### config.mk
export PLATFORM = sky130hd
export DESIGN_NAME = stepper_phase_sequencer
export DESIGN_NICKNAME = d
export VERILOG_FILES = /design/src/stepper_pkg.sv /design/src/drive_if.sv /design/src/phase_driver.sv /design/src/stepper_phase_sequencer.sv
export SDC_FILE = /design/constraint.sdc
export NUM_CORES = 1
export LEC_CHECK = 0
export ABC_CLOCK_PERIOD_IN_PS = 2800
export BUFFER_PORTS_ARGS = -buffer_cell sky130_fd_sc_hd__buf_2
export CAP_MARGIN = 10
export CORE_AREA = 2 2 88 90
export DETAILED_ROUTE_END_ITERATION = 12
export DIE_AREA = 0 0 90 92
export PLACE_DENSITY = 0.74
export SLEW_MARGIN = 0
export SYNTH_ARGS = -nofsm -noshare
export SYNTH_HDL_FRONTEND = slang
export SYNTH_HIERARCHICAL = 1
export SYNTH_SLANG_ARGS = --single-unit
### constraint.sdc
create_clock -name aclk -period 2.8 [get_ports aclk]
set_clock_uncertainty 0.05 [all_clocks]
set_input_delay 0 -clock aclk [delete_from_list [all_inputs] [get_ports aclk]]
set_output_delay 0 -clock aclk [all_outputs]
set_load 0.01 [all_outputs]
### src/stepper_pkg.sv
/*
  Shared constants, register map and phase functions of the stepper phase sequencer.
  Assumes a 100 MHz system clock and a 32-bit AXI4-Lite register port.
*/
package stepper_pkg;

  // ==========================================================================
  // Clock and host timing
  // ==========================================================================
  localparam int CLK_FREQ_MHZ = 100;
  // Direction stable window around every step edge, held by the host.
  localparam int DIR_HOLD_NS = 6250;
  localparam int DIR_HOLD_CYC = (DIR_HOLD_NS * CLK_FREQ_MHZ + 999) / 1000;
  // Least wait from reset release to the first step edge, kept by the host.
  localparam int RESET_TO_STEP_NS = 10000;
  localparam int RESET_TO_STEP_CYC = (RESET_TO_STEP_NS * CLK_FREQ_MHZ + 999) / 1000;

  // ==========================================================================
  // Register map
  // ==========================================================================
  localparam int ADDR_W = 8;
  localparam logic [ADDR_W-1:0] ADDR_CTRL = 8'h00;
  localparam logic [ADDR_W-1:0] ADDR_STATUS = 8'h04;
  localparam logic [ADDR_W-1:0] ADDR_STEPS = 8'h08;
  localparam int CTRL_EN_BIT = 0;
  localparam logic CTRL_EN_RESET = 1'b1;
  localparam int STAT_POS_LSB = 0;
  localparam int STAT_FAULT_BIT = 3;
  localparam int STAT_OC_BIT = 4;
  localparam int STAT_OT_BIT = 5;
  localparam int STAT_RUN_BIT = 6;
  localparam int STAT_HALF_BIT = 7;
  localparam int STEPS_W = 16;
  localparam logic [STEPS_W-1:0] STEPS_RESET = 16'h0000;
  localparam logic [1:0] RESP_OKAY = 2'h0;
  localparam logic [1:0] RESP_SLVERR = 2'h2;

  // ==========================================================================
  // Input pin slots of the synchroniser vector
  // ==========================================================================
  localparam int IN_W = 8;
  localparam int IN_STEP = 0;
  localparam int IN_DIR = 1;
  localparam int IN_EXC = 2;
  localparam int IN_EDGE = 3;
  localparam int IN_EN = 4;
  localparam int IN_RST = 5;
  localparam int IN_OC = 6;
  localparam int IN_OT = 7;
  localparam logic [IN_W-1:0] SYNC_RESET = 8'h00;

  // ==========================================================================
  // Phase position
  // ==========================================================================
  localparam logic [2:0] POS_INIT = 3'h0;
  localparam logic [3:0] PHASES_OFF = 4'h0;

  // Phase pattern {a, a_bar, b, b_bar} for each half-step position.
  function automatic logic [3:0] phase_pattern(input logic [2:0] pos);
    logic [3:0] p;
    p = PHASES_OFF;
    unique case (pos)
      3'h0: p = 4'h9;
      3'h1: p = 4'h8;
      3'h2: p = 4'ha;
      3'h3: p = 4'h2;
      3'h4: p = 4'h6;
      3'h5: p = 4'h4;
      3'h6: p = 4'h5;
      3'h7: p = 4'h1;
    endcase
    return p;
  endfunction

  // Next position; full-step lands on and keeps to the two-phase positions.
  function automatic logic [2:0] next_pos(input logic [2:0] pos, input logic half,
                                          input logic ccw);
    logic [2:0] inc;
    inc = (half || pos[0]) ? 3'h1 : 3'h2;
    return ccw ? 3'(pos - inc) : 3'(pos + inc);
  endfunction

endpackage

### src/drive_if.sv
/*
  Carrier between the sequencer core and its phase output stage.
  Assumes both ends sit on the same system clock.
*/
`timescale 1ns/100ps
interface drive_if;
  logic [2:0] pos;
  logic drive_on;
  logic [3:0] phases;
  modport seq (output pos, output drive_on, input phases);
  modport drv (input pos, input drive_on, output phases);
endinterface

### src/phase_driver.sv
/*
  Phase output stage: registers the coil pattern of the current position.
  Assumes the sequencer drives position and the drive gate from its own flip-flops.
*/
`timescale 1ns/100ps
module phase_driver
  import stepper_pkg::*;
(
  // Clock and reset.
  input wire logic aclk,
  input wire logic aresetn,
  // Link to the sequencer.
  drive_if.drv dif
);

  // ==========================================================================
  // State
  // ==========================================================================
  typedef struct packed {
    logic [3:0] phases;
  } drv_state_s;

  drv_state_s st_q;
  drv_state_s st_d;

  // Gated pattern; off whenever the drive gate is low.
  always_comb begin
    st_d = st_q;
    st_d.phases = dif.drive_on ? phase_pattern(dif.pos) : PHASES_OFF;
  end

  // Register the outputs.
  always_ff @(posedge aclk) begin
    if (!aresetn) begin
      st_q <= '0;
    end else begin
      st_q <= st_d;
    end
  end

  assign dif.phases = st_q.phases;

endmodule

### src/stepper_phase_sequencer.sv
/*
  Stepper phase sequencer top: pin synchronisers, step edge qualifier, phase position,
  fault latch and AXI4-Lite register slave.
  Assumes host pins are asynchronous to aclk and the host keeps direction stable
  around step edges and waits after reset release before stepping.
*/
// Function
// - Excitation select low chooses full-step two-phase, high chooses half-step.
// - Edge select high steps on rising edges only, low steps on both edges.
// - Each qualifying step edge moves the phase pattern by exactly one step.
// - Direction low steps forward, high steps in reverse order.
// - While the reset pin is low the sequencing logic stays in its reset state.
// - On reset release the sequence starts at the position with A and B-bar on.
// - While enable is low all four phase outputs are off.
// - When enable returns high driving resumes from the held position.
// - The open-drain fault output is pulled low while a fault is latched.
// - A fault latches and turns outputs off until power-on or pin reset clears it.
// - While enable is low step edges change neither the position nor the step count.
`timescale 1ns/100ps
module stepper_phase_sequencer
  import stepper_pkg::*;
(
  // Clock and reset.
  input wire logic aclk,
  input wire logic aresetn,
  // AXI4-Lite write address and data.
  input wire logic [ADDR_W-1:0] s_axi_awaddr,
  input wire logic s_axi_awvalid,
  output logic s_axi_awready,
  input wire logic [31:0] s_axi_wdata,
  input wire logic [3:0] s_axi_wstrb,
  input wire logic s_axi_wvalid,
  output logic s_axi_wready,
  // AXI4-Lite write response.
  output logic [1:0] s_axi_bresp,
  output logic s_axi_bvalid,
  input wire logic s_axi_bready,
  // AXI4-Lite read.
  input wire logic [ADDR_W-1:0] s_axi_araddr,
  input wire logic s_axi_arvalid,
  output logic s_axi_arready,
  output logic [31:0] s_axi_rdata,
  output logic [1:0] s_axi_rresp,
  output logic s_axi_rvalid,
  input wire logic s_axi_rready,
  // Host control pins.
  input wire logic step_clock,
  input wire logic rotation_direction,
  input wire logic excitation_select,
  input wire logic edge_select,
  input wire logic enable,
  input wire logic reset_n_input,
  // Detector inputs.
  input wire logic overcurrent_detect,
  input wire logic overheat_detect,
  // Phase drive outputs.
  output logic phase_a,
  output logic phase_a_bar,
  output logic phase_b,
  output logic phase_b_bar,
  // Open-drain fault pin.
  output logic fault_n_out,
  output logic fault_oe
);

  // ==========================================================================
  // State
  // ==========================================================================
  typedef struct packed {
    logic [IN_W-1:0] sync1;
    logic [IN_W-1:0] sync2;
    logic step_prev;
    logic [2:0] pos;
    logic oc_lat;
    logic ot_lat;
    logic sw_en;
    logic [STEPS_W-1:0] steps;
    logic aw_got;
    logic [ADDR_W-1:0] aw_addr;
    logic w_got;
    logic [31:0] w_data;
    logic [3:0] w_strb;
    logic bvalid;
    logic [1:0] bresp;
    logic rvalid;
    logic [31:0] rdata;
    logic [1:0] rresp;
  } seq_state_s;

  seq_state_s st_q;
  seq_state_s st_d;

  drive_if dif ();

  logic [IN_W-1:0] pins;
  logic rst_ok;
  logic run;
  logic fault_any;
  logic rise_raw;
  logic fall_raw;
  logic qual;
  logic half;
  logic ccw;
  logic do_write;

  // ==========================================================================
  // Step qualification
  // ==========================================================================
  // Raw pin vector into the synchroniser, and pin levels decoded from its second stage.
  assign pins = {overheat_detect, overcurrent_detect, reset_n_input, enable,
                 edge_select, excitation_select, rotation_direction, step_clock};
  assign rst_ok = st_q.sync2[IN_RST];
  assign run = st_q.sync2[IN_EN] && st_q.sw_en;
  assign fault_any = st_q.oc_lat || st_q.ot_lat;
  assign half = st_q.sync2[IN_EXC];
  assign ccw = st_q.sync2[IN_DIR];
  assign rise_raw = st_q.sync2[IN_STEP] && !st_q.step_prev;
  assign fall_raw = !st_q.sync2[IN_STEP] && st_q.step_prev;
  assign qual = run && (rise_raw || (fall_raw && !st_q.sync2[IN_EDGE]));
  assign do_write = st_q.aw_got && st_q.w_got && !st_q.bvalid;

  // Read data of one register address.
  function automatic logic [31:0] read_word(input seq_state_s s, input logic [ADDR_W-1:0] a,
                                            input logic r, input logic f);
    logic [31:0] v;
    v = 32'h0000_0000;
    if (a == ADDR_CTRL) begin
      v[CTRL_EN_BIT] = s.sw_en;
    end else if (a == ADDR_STATUS) begin
      v[STAT_POS_LSB +: 3] = s.pos;
      v[STAT_FAULT_BIT] = f;
      v[STAT_OC_BIT] = s.oc_lat;
      v[STAT_OT_BIT] = s.ot_lat;
      v[STAT_RUN_BIT] = r;
      v[STAT_HALF_BIT] = s.sync2[IN_EXC];
    end else if (a == ADDR_STEPS) begin
      v[STEPS_W-1:0] = s.steps;
    end
    return v;
  endfunction

  // Address decode shared by both channels.
  function automatic logic mapped(input logic [ADDR_W-1:0] a);
    return (a == ADDR_CTRL) || (a == ADDR_STATUS) || (a == ADDR_STEPS);
  endfunction

  // Next state of the sequencer, fault latch and bus slave.
  always_comb begin
    st_d = st_q;
    st_d.sync1 = pins;
    st_d.sync2 = st_q.sync1;
    // Step level tracks always so a re-enable never sees a stale edge.
    st_d.step_prev = st_q.sync2[IN_STEP];
    if (!rst_ok) begin
      st_d.pos = POS_INIT;
    end else if (qual) begin
      st_d.pos = next_pos(st_q.pos, half, ccw);
    end
    // Fault latch: pin reset clears, a detection in the same cycle wins.
    if (!rst_ok) begin
      st_d.oc_lat = 1'b0;
      st_d.ot_lat = 1'b0;
    end
    if (st_q.sync2[IN_OC]) begin
      st_d.oc_lat = 1'b1;
    end
    if (st_q.sync2[IN_OT]) begin
      st_d.ot_lat = 1'b1;
    end
    // Write channel: take address and data in either order.
    if (s_axi_awvalid && s_axi_awready) begin
      st_d.aw_got = 1'b1;
      st_d.aw_addr = s_axi_awaddr;
    end
    if (s_axi_wvalid && s_axi_wready) begin
      st_d.w_got = 1'b1;
      st_d.w_data = s_axi_wdata;
      st_d.w_strb = s_axi_wstrb;
    end
    if (do_write) begin
      st_d.aw_got = 1'b0;
      st_d.w_got = 1'b0;
      st_d.bvalid = 1'b1;
      st_d.bresp = mapped(st_q.aw_addr) ? RESP_OKAY : RESP_SLVERR;
      if ((st_q.aw_addr == ADDR_CTRL) && st_q.w_strb[0]) begin
        st_d.sw_en = st_q.w_data[CTRL_EN_BIT];
      end
    end
    // Step counter: a write clears, a step in the same cycle still counts.
    if (do_write && (st_q.aw_addr == ADDR_STEPS)) begin
      st_d.steps = STEPS_RESET;
    end
    if (qual && rst_ok) begin
      st_d.steps = STEPS_W'(st_d.steps + 1'b1);
    end
    if (st_q.bvalid && s_axi_bready) begin
      st_d.bvalid = 1'b0;
    end
    // Read channel: one word answered the cycle after the address.
    if (s_axi_arvalid && s_axi_arready) begin
      st_d.rvalid = 1'b1;
      st_d.rdata = read_word(st_q, s_axi_araddr, run, fault_any);
      st_d.rresp = mapped(s_axi_araddr) ? RESP_OKAY : RESP_SLVERR;
    end else if (st_q.rvalid && s_axi_rready) begin
      st_d.rvalid = 1'b0;
    end
  end

  // Register the whole state.
  always_ff @(posedge aclk) begin
    if (!aresetn) begin
      st_q <= '0;
      st_q.sw_en <= CTRL_EN_RESET;
    end else begin
      st_q <= st_d;
    end
  end

  // ==========================================================================
  // Outputs
  // ==========================================================================
  // Drive gate: enabled, no latched fault.
  assign dif.pos = st_q.pos;
  assign dif.drive_on = run && !fault_any;

  phase_driver u_drv (
    .aclk (aclk),
    .aresetn (aresetn),
    .dif (dif)
  );

  // Phase pins and open-drain fault pin.
  assign {phase_a, phase_a_bar, phase_b, phase_b_bar} = dif.phases;
  assign fault_n_out = 1'b0;
  assign fault_oe = fault_any;

  // Bus handshakes and answers.
  assign s_axi_awready = !st_q.aw_got && !st_q.bvalid;
  assign s_axi_wready = !st_q.w_got && !st_q.bvalid;
  assign s_axi_bvalid = st_q.bvalid;
  assign s_axi_bresp = st_q.bresp;
  assign s_axi_arready = !st_q.rvalid;
  assign s_axi_rvalid = st_q.rvalid;
  assign s_axi_rdata = st_q.rdata;
  assign s_axi_rresp = st_q.rresp;
endmodule

; After elaboration in Yosys (flattened, before gate mapping)
; Memories as Yosys holds them, arrays and structs flattened. A register that Yosys moved wholly into a read port is not among the register bits.
; Index checks and enable logic that the tools add are counted.
[word_totals]
wordCells = 87
register_bits = 73
romBits = 32
memories = 1
in_bits = 67
out_inout_bits = 47
[mem_list]
columns = name, depth, width, read_ports, rd_clocked_by_memory_dff, write_ports, line_no
row1 = (no name shown), 8, 4, 1, 1, 0, stepper_pkg.sv:62  ; unique case (pos)
[classes]
addsub = 3
mux = 16
n_bitwise = 1
n_eq_ne = 6
n_reduce_logical = 42
[op_table]
columns = operator, count
row1 = 16-bit 2-to-1 mux, 3
row2 = 1-bit logical AND, 18
row3 = "16-bit by 1-bit adder with 16-bit output, second input constant", 1
row4 = "8-bit by 3-bit == test with 1-bit output, second input constant", 2
row5 = "8-bit by 4-bit == test with 1-bit output, second input constant", 2
row6 = 8-bit logical NOT, 2
row7 = 8-bit 2-to-1 mux, 2
row8 = 15-bit 2-to-1 mux, 1
row9 = 1-bit logical NOT, 9
row10 = 2-bit 2-to-1 mux, 4
row11 = 1-bit logical OR, 7
row12 = 2-bit AND reduction, 3
row13 = 1-bit 2-to-1 mux, 5
row14 = "2-bit by 1-bit != test with 1-bit output, second input constant", 2
row15 = 2-bit OR reduction, 2
row16 = 3-bit by 2-bit adder with 3-bit output, 1
row17 = 3-bit 2-to-1 mux, 1
row18 = 3-bit by 2-bit subtractor with 3-bit output, 1
row19 = 2-bit nonzero test, 1
row20 = 1-bit inverter, 1

; Logic depth before layout (Yosys ltp)
[logic_depth]
depth_word = 7
ltp_mapped = 9
ltp_nobuf = 9

; Modules after synthesis
; The synthesis kept the hierarchy.
[modules_own_cells]
columns = module, area_per_inst_um2, cells_per_inst, seq_area_each_um2, n_inst
row1 = stepper_phase_sequencer, 3189.3, 354, 1421.4, 1
row2 = phase_driver, 141.4, 14, 80.1, 1

; Worst setup path after synthesis
; Ideal clock, no wire load.
[synth_path]
kind = reg-to-reg
start = reg st_q (netlist bit s_axi_bvalid)
end = reg st_q[96] (netlist bit)
path_stages_with_launch = 9
synth_period_minus_slack_ps = 2197
setup_slack_ps = 603
t_arrival_ps = 2077
required_time_ps = 2680
setup_ps = 70
path_buffers = 0
cell_sequence = dfxtp_1 -> and3b_1 -> nand4_1 -> and2_1 -> ha_1 -> and4_1 -> o211ai_2 -> or4_1 -> a21oi_1
[synth_between]
elab_chain_cells = 6
[synth_lines]
columns = item, line_no
row1 = from (decl), stepper_phase_sequencer.sv:90  ; seq_state_s st_q;
row2 = from (signal assigned), stepper_phase_sequencer.sv:215  ; st_q <= st_d;
row3 = 1-bit logical NOT (*), stepper_phase_sequencer.sv:120  ; assign do_write = st_q.aw_got && st_q.w_got && !st_q.bvalid;
row4 = 1-bit logical AND (*), stepper_phase_sequencer.sv:120
row5 = 1-bit logical AND (*), stepper_phase_sequencer.sv:190  ; if (do_write && (st_q.aw_addr == ADDR_STEPS)) begin
row6 = 16-bit 2-to-1 mux (*), stepper_phase_sequencer.sv:190
row7 = 16-bit by 1-bit adder with 16-bit output, stepper_phase_sequencer.sv:194  ; st_d.steps = STEPS_W'(st_d.steps + 1'b1);
row8 = 16-bit 2-to-1 mux (*), stepper_phase_sequencer.sv:193  ; if (qual && rst_ok) begin
; Mark *: on every way between the ends. The rest lies on a longest branch, timed or not.
; A chain may end at the register's enable or synchronous reset.

; Worst setup path in the final report
; Ends and elaborated chain as after synthesis.

==> results.txt <==
* Number of nets in the finished design: 497
* Post-synthesis sequential area ratio: 0.451
- Number of warning messages in the yosys log: 6
- Largest net degree at the start of global routing: 40
- From bottom edge to top edge, the die measures 92 um.
- Met3 demand-to-capacity share in global routing: 0.0518
- The min-delay analysis places its worst path in the category input port to flip-flop.
* Num Clock Sinks: 75
* RSZ-0062 raised after global routing: false
* Fraction of met2 tracks used by global routing: 0.259
- Antenna violations before repair: 0
- Clock-pin slew on the worst setup and hold paths: 0.08 ns
- Longest individual stage delay on the worst path: 0.52 ns
- Number of clock buffers inserted by TritonCTS: 9
- Number of vias after detailed routing: 2599
* Distinct cell type count of the synthesized netlist: 46
- Min Hold Slack: 0.0255 ns
- For the worst setup path, the data required time is 3.03 ns.
* Worst-path cell chain: and3b_1, nand4_1, and2_1, ha_1, and4_1, o211ai_2, or4_1, a21oi_1
* Area inside the core boundary: 7450 um2
* H-tree lvl count: 3
* Max-cap viol count: 0
- Post-route setup TNS: 0 ns
* CP endpoint kind: flip-flop
* Post-synthesis register bit count: 75
- Last weighted congestion value of the routability-driven placer: 0.773
- Critical R2R Capture: st_q[96]
- The worst-case IR drop observed on VDD is 0.246 mV.
- Type of the worst setup path: flip-flop to flip-flop
- Vias in the first global route: 2456
- Post-CTS setup-driven buffer insertion count: 0
- The die is 90 um wide.
* Register-to-register setup slack: 0.36 ns
* Setup violators final: 0
- The floorplan has 32 rows.
- In this run the tightest slew margin relative to its limit is 0.613.
* Number of ports placed on the die boundary: 114
- Number of gates resized after CTS: 0
- The startpoint identified for the worst register-to-register timing path is s_axi_bvalid.
- Overall track demand over capacity in global routing: 0.159
- Largest buffer count on any clock path: 2
* Transition at the pin with the smallest max-transition slack: 0.580 ns
- DR iter-0 viols: 102
- The number of hold violations in the final report was 0.
* Count of antenna-violating nets left after detailed routing: 0
- Kind of start point of the critical path: flip-flop
- Dominant register cell in the synthesized netlist: sky130_fd_sc_hd__dfxtp_1
* Initial core utilization: 0.447
- First-pass detailed-route iteration total: 4
- TritonCTS clock tree: yes
* DRC violations left: 0
* Number of buffers inserted by port buffering: 60
- Post-detail-place hpwl: 4.27 mm
- For the worst-skew pair, the clock arrives at the later sink with an insertion delay of 0.34 ns.
- The worst hold path begins at aresetn.
* Area growth from synthesis to layout: 19.6%
- CTS placed an instance of sky130_fd_sc_hd__clkbuf_8 at the clock tree root.
- The analysis attributes to cell leakage a power of 1.65 nW.
* First-pass GRT wire length: 10.7 mm
- Highest Clock Rate: 0.410 GHz
* Vias/cell: 4.86
- Number of enable flip-flop cells after synthesis: 0
* Total congestion overflow after global routing: 0
* Share of the clock period used by the worst path: 0.871
- Of all nets on the critical path, the largest fanout is 10.
* Share of cells above drive strength 1: 0.196
- After global routing, the most crowded layer is met2.
- Hold EP: st_q[100]
* Area of the mapped netlist: 3330 um2
- P per Cell Area: 583 nW/um2
- Wirelength per Cell: 11.5 um
* Post-Synthesis Cells: 368
- Cell type of the slowest stage on the worst timing path: sky130_fd_sc_hd__or4_1
- The flow ran to the end, and the final reports show no timing, DRC or antenna violations.
- The worst register-to-register path has a depth of 8.
- Global Route met1 Usage: 0.194
- The repair_antennas step left the layout with diodes totalling 0.
* Worst hold path cell count: 2
* Full die area: 8280 um2
- Data on the critical path arrives at its endpoint at 2.66 ns.
- Final Routed Wirelength: 6.17 mm
* Average cell area after synthesis: 9.05 um2
- Async set or reset register ratio after synthesis: 0
* Total count of max-transition violations in the final report: 0
* Final critical delay including setup and external delays: 2.44 ns
## Yosys cell counts (all sizes together), types with 3 or more instances
library cell  number  share of area
inv                7         0.0079
nor2b             18          0.034
o21ai             12          0.018
o211ai             4          0.012
a21oi             19          0.030
nand4              5         0.0094
nand2             43          0.048
and2              29          0.055
xor2               4          0.011
clkbuf            13          0.015
nand2b             4         0.0075
o31ai             10          0.023
or3                9          0.017
and4               4          0.011
nor2              10          0.011
a21boi            10          0.023
or4                3         0.0068
buf               41          0.089
a22oi             14          0.032
mux2i              6          0.018
a211oi             3         0.0068
dfxtp             75           0.45
## how the worst max path moves through the flow
stage / from / end / slack [ns] / depth (start not counted)
floorplan: s_axi_bvalid / st_q[96] / 0.60 / 8
detailed placement: s_axi_bvalid / st_q[96] / 0.39 / 8
finish: s_axi_bvalid / st_q[96] / 0.36 / 8
global route: st_q[75] / st_q[94] / 0.15 / 8
global placement: s_axi_bvalid / st_q[96] / 0.45 / 8
CTS: s_axi_bvalid / st_q[96] / 0.37 / 8
## repair_timing
item | 4_1_cts | 5_1_grt
setup endpoints to repair | 0 | 0
hold buffers | 23 | 0
hold endpoints to repair | 21 | 0
## area by class of cell
type                       instances  area (um2)
tap                              102         128
multi-input combinational        250        1520
timing repair buffer              85         546
inverter                           7        26.3
sequential                        75        1500
clock inverter                     5         108
fill                             686        3460
clock buffer                      11         151
## registers in the layout, summed over array words and instances (netlist names), 3 cells and up
register,count
u_drv/dif.phases,4
st_d,9
s_axi_rdata,16
st_q,36
dif.pos,3
## worst max-delay path: cells and delay by family (launching register included)
| kind | cells | cell delay (ns) |
|---|---|---|
| fa+ha+maj | 1 | 0.15 |
| compound gates | 2 | 0.35 |
| simple gates | 5 | 1.41 |
| flops | 1 | 0.41 |
## per-layer routing
| metal | routed length [um] | part of all wire | up-vias |
|---|---|---|---|
| met1 | 2890 | 0.47 | 1190 |
| li1 | - | - | 1332 |
| met5 | 0 | 0 | - |
| met3 | 369 | 0.060 | 7 |
| met2 | 2840 | 0.46 | 70 |
| met4 | 70 | 0.011 | 0 |
## logic make-up (layout without fill, tap and decap cells)
logic type | count (synthesis) | after routing | synth area share
other | 1 | 19 | 0.00113
xor gates and xnor gates | 4 | 4 | 0.0105
buffers and inverters | 61 | 108 | 0.112
and+or+nand+nor | 137 | 137 | 0.228
AOI/OAI and AO/OA | 81 | 81 | 0.166
DFF | 75 | 75 | 0.451
adders and majority gates | 2 | 2 | 0.00977
muxes | 7 | 7 | 0.0214
## where the power goes
part / total, W / internal [W] / switching [W]
registers: 0.00111 / 0.00110 / 0.0000181
clock network: 0.00104 / 0.000645 / 0.000390
logic: 0.000175 / 0.0000815 / 0.0000934
total: 0.00232 / 0.00182 / 0.000502
## layout by cell type, fill, tap and decap left out, types with 4 or more instances in the layout
| cell type | n |
|---|---|
| sky130_fd_sc_hd__a21boi_0 | 10 |
| sky130_fd_sc_hd__a21oi_1 | 18 |
| sky130_fd_sc_hd__a22oi_1 | 14 |
| sky130_fd_sc_hd__and2_1 | 28 |
| sky130_fd_sc_hd__and4_1 | 4 |
| sky130_fd_sc_hd__buf_2 | 60 |
| sky130_fd_sc_hd__clkbuf_8 | 11 |
| sky130_fd_sc_hd__conb_1 | 19 |
| sky130_fd_sc_hd__dfxtp_1 | 75 |
| sky130_fd_sc_hd__dlygate4sd3_1 | 23 |
| sky130_fd_sc_hd__inv_1 | 7 |
| sky130_fd_sc_hd__mux2i_1 | 6 |
| sky130_fd_sc_hd__nand2_1 | 43 |
| sky130_fd_sc_hd__nand2b_1 | 4 |
| sky130_fd_sc_hd__nand4_1 | 5 |
| sky130_fd_sc_hd__nor2_1 | 10 |
| sky130_fd_sc_hd__nor2b_1 | 18 |
| sky130_fd_sc_hd__o21ai_0 | 12 |
| sky130_fd_sc_hd__o31ai_1 | 10 |
| sky130_fd_sc_hd__or3_1 | 9 |
| sky130_fd_sc_hd__xor2_1 | 4 |
## metrics by stage
step | cells | power (W) | setup WS, ns | area [um2] | utilization
6_report | 535 | 0.00232 | 0.362 | 3980 | 0.535
5_1_grt | 535 | 0.00241 | 0.153 | 3980 | 0.535
4_1_cts | 535 | 0.00234 | 0.367 | 3980 | 0.535
3_5_place_dp | 496 | 0.00129 | 0.387 | 3490 | 0.469
3_3_place_gp | 496 | 0.00128 | 0.447 | 3490 | 0.469
2_1_floorplan | 386 | 0.00126 | 0.603 | 3400 | -
(Power assumes the default switching activity.)
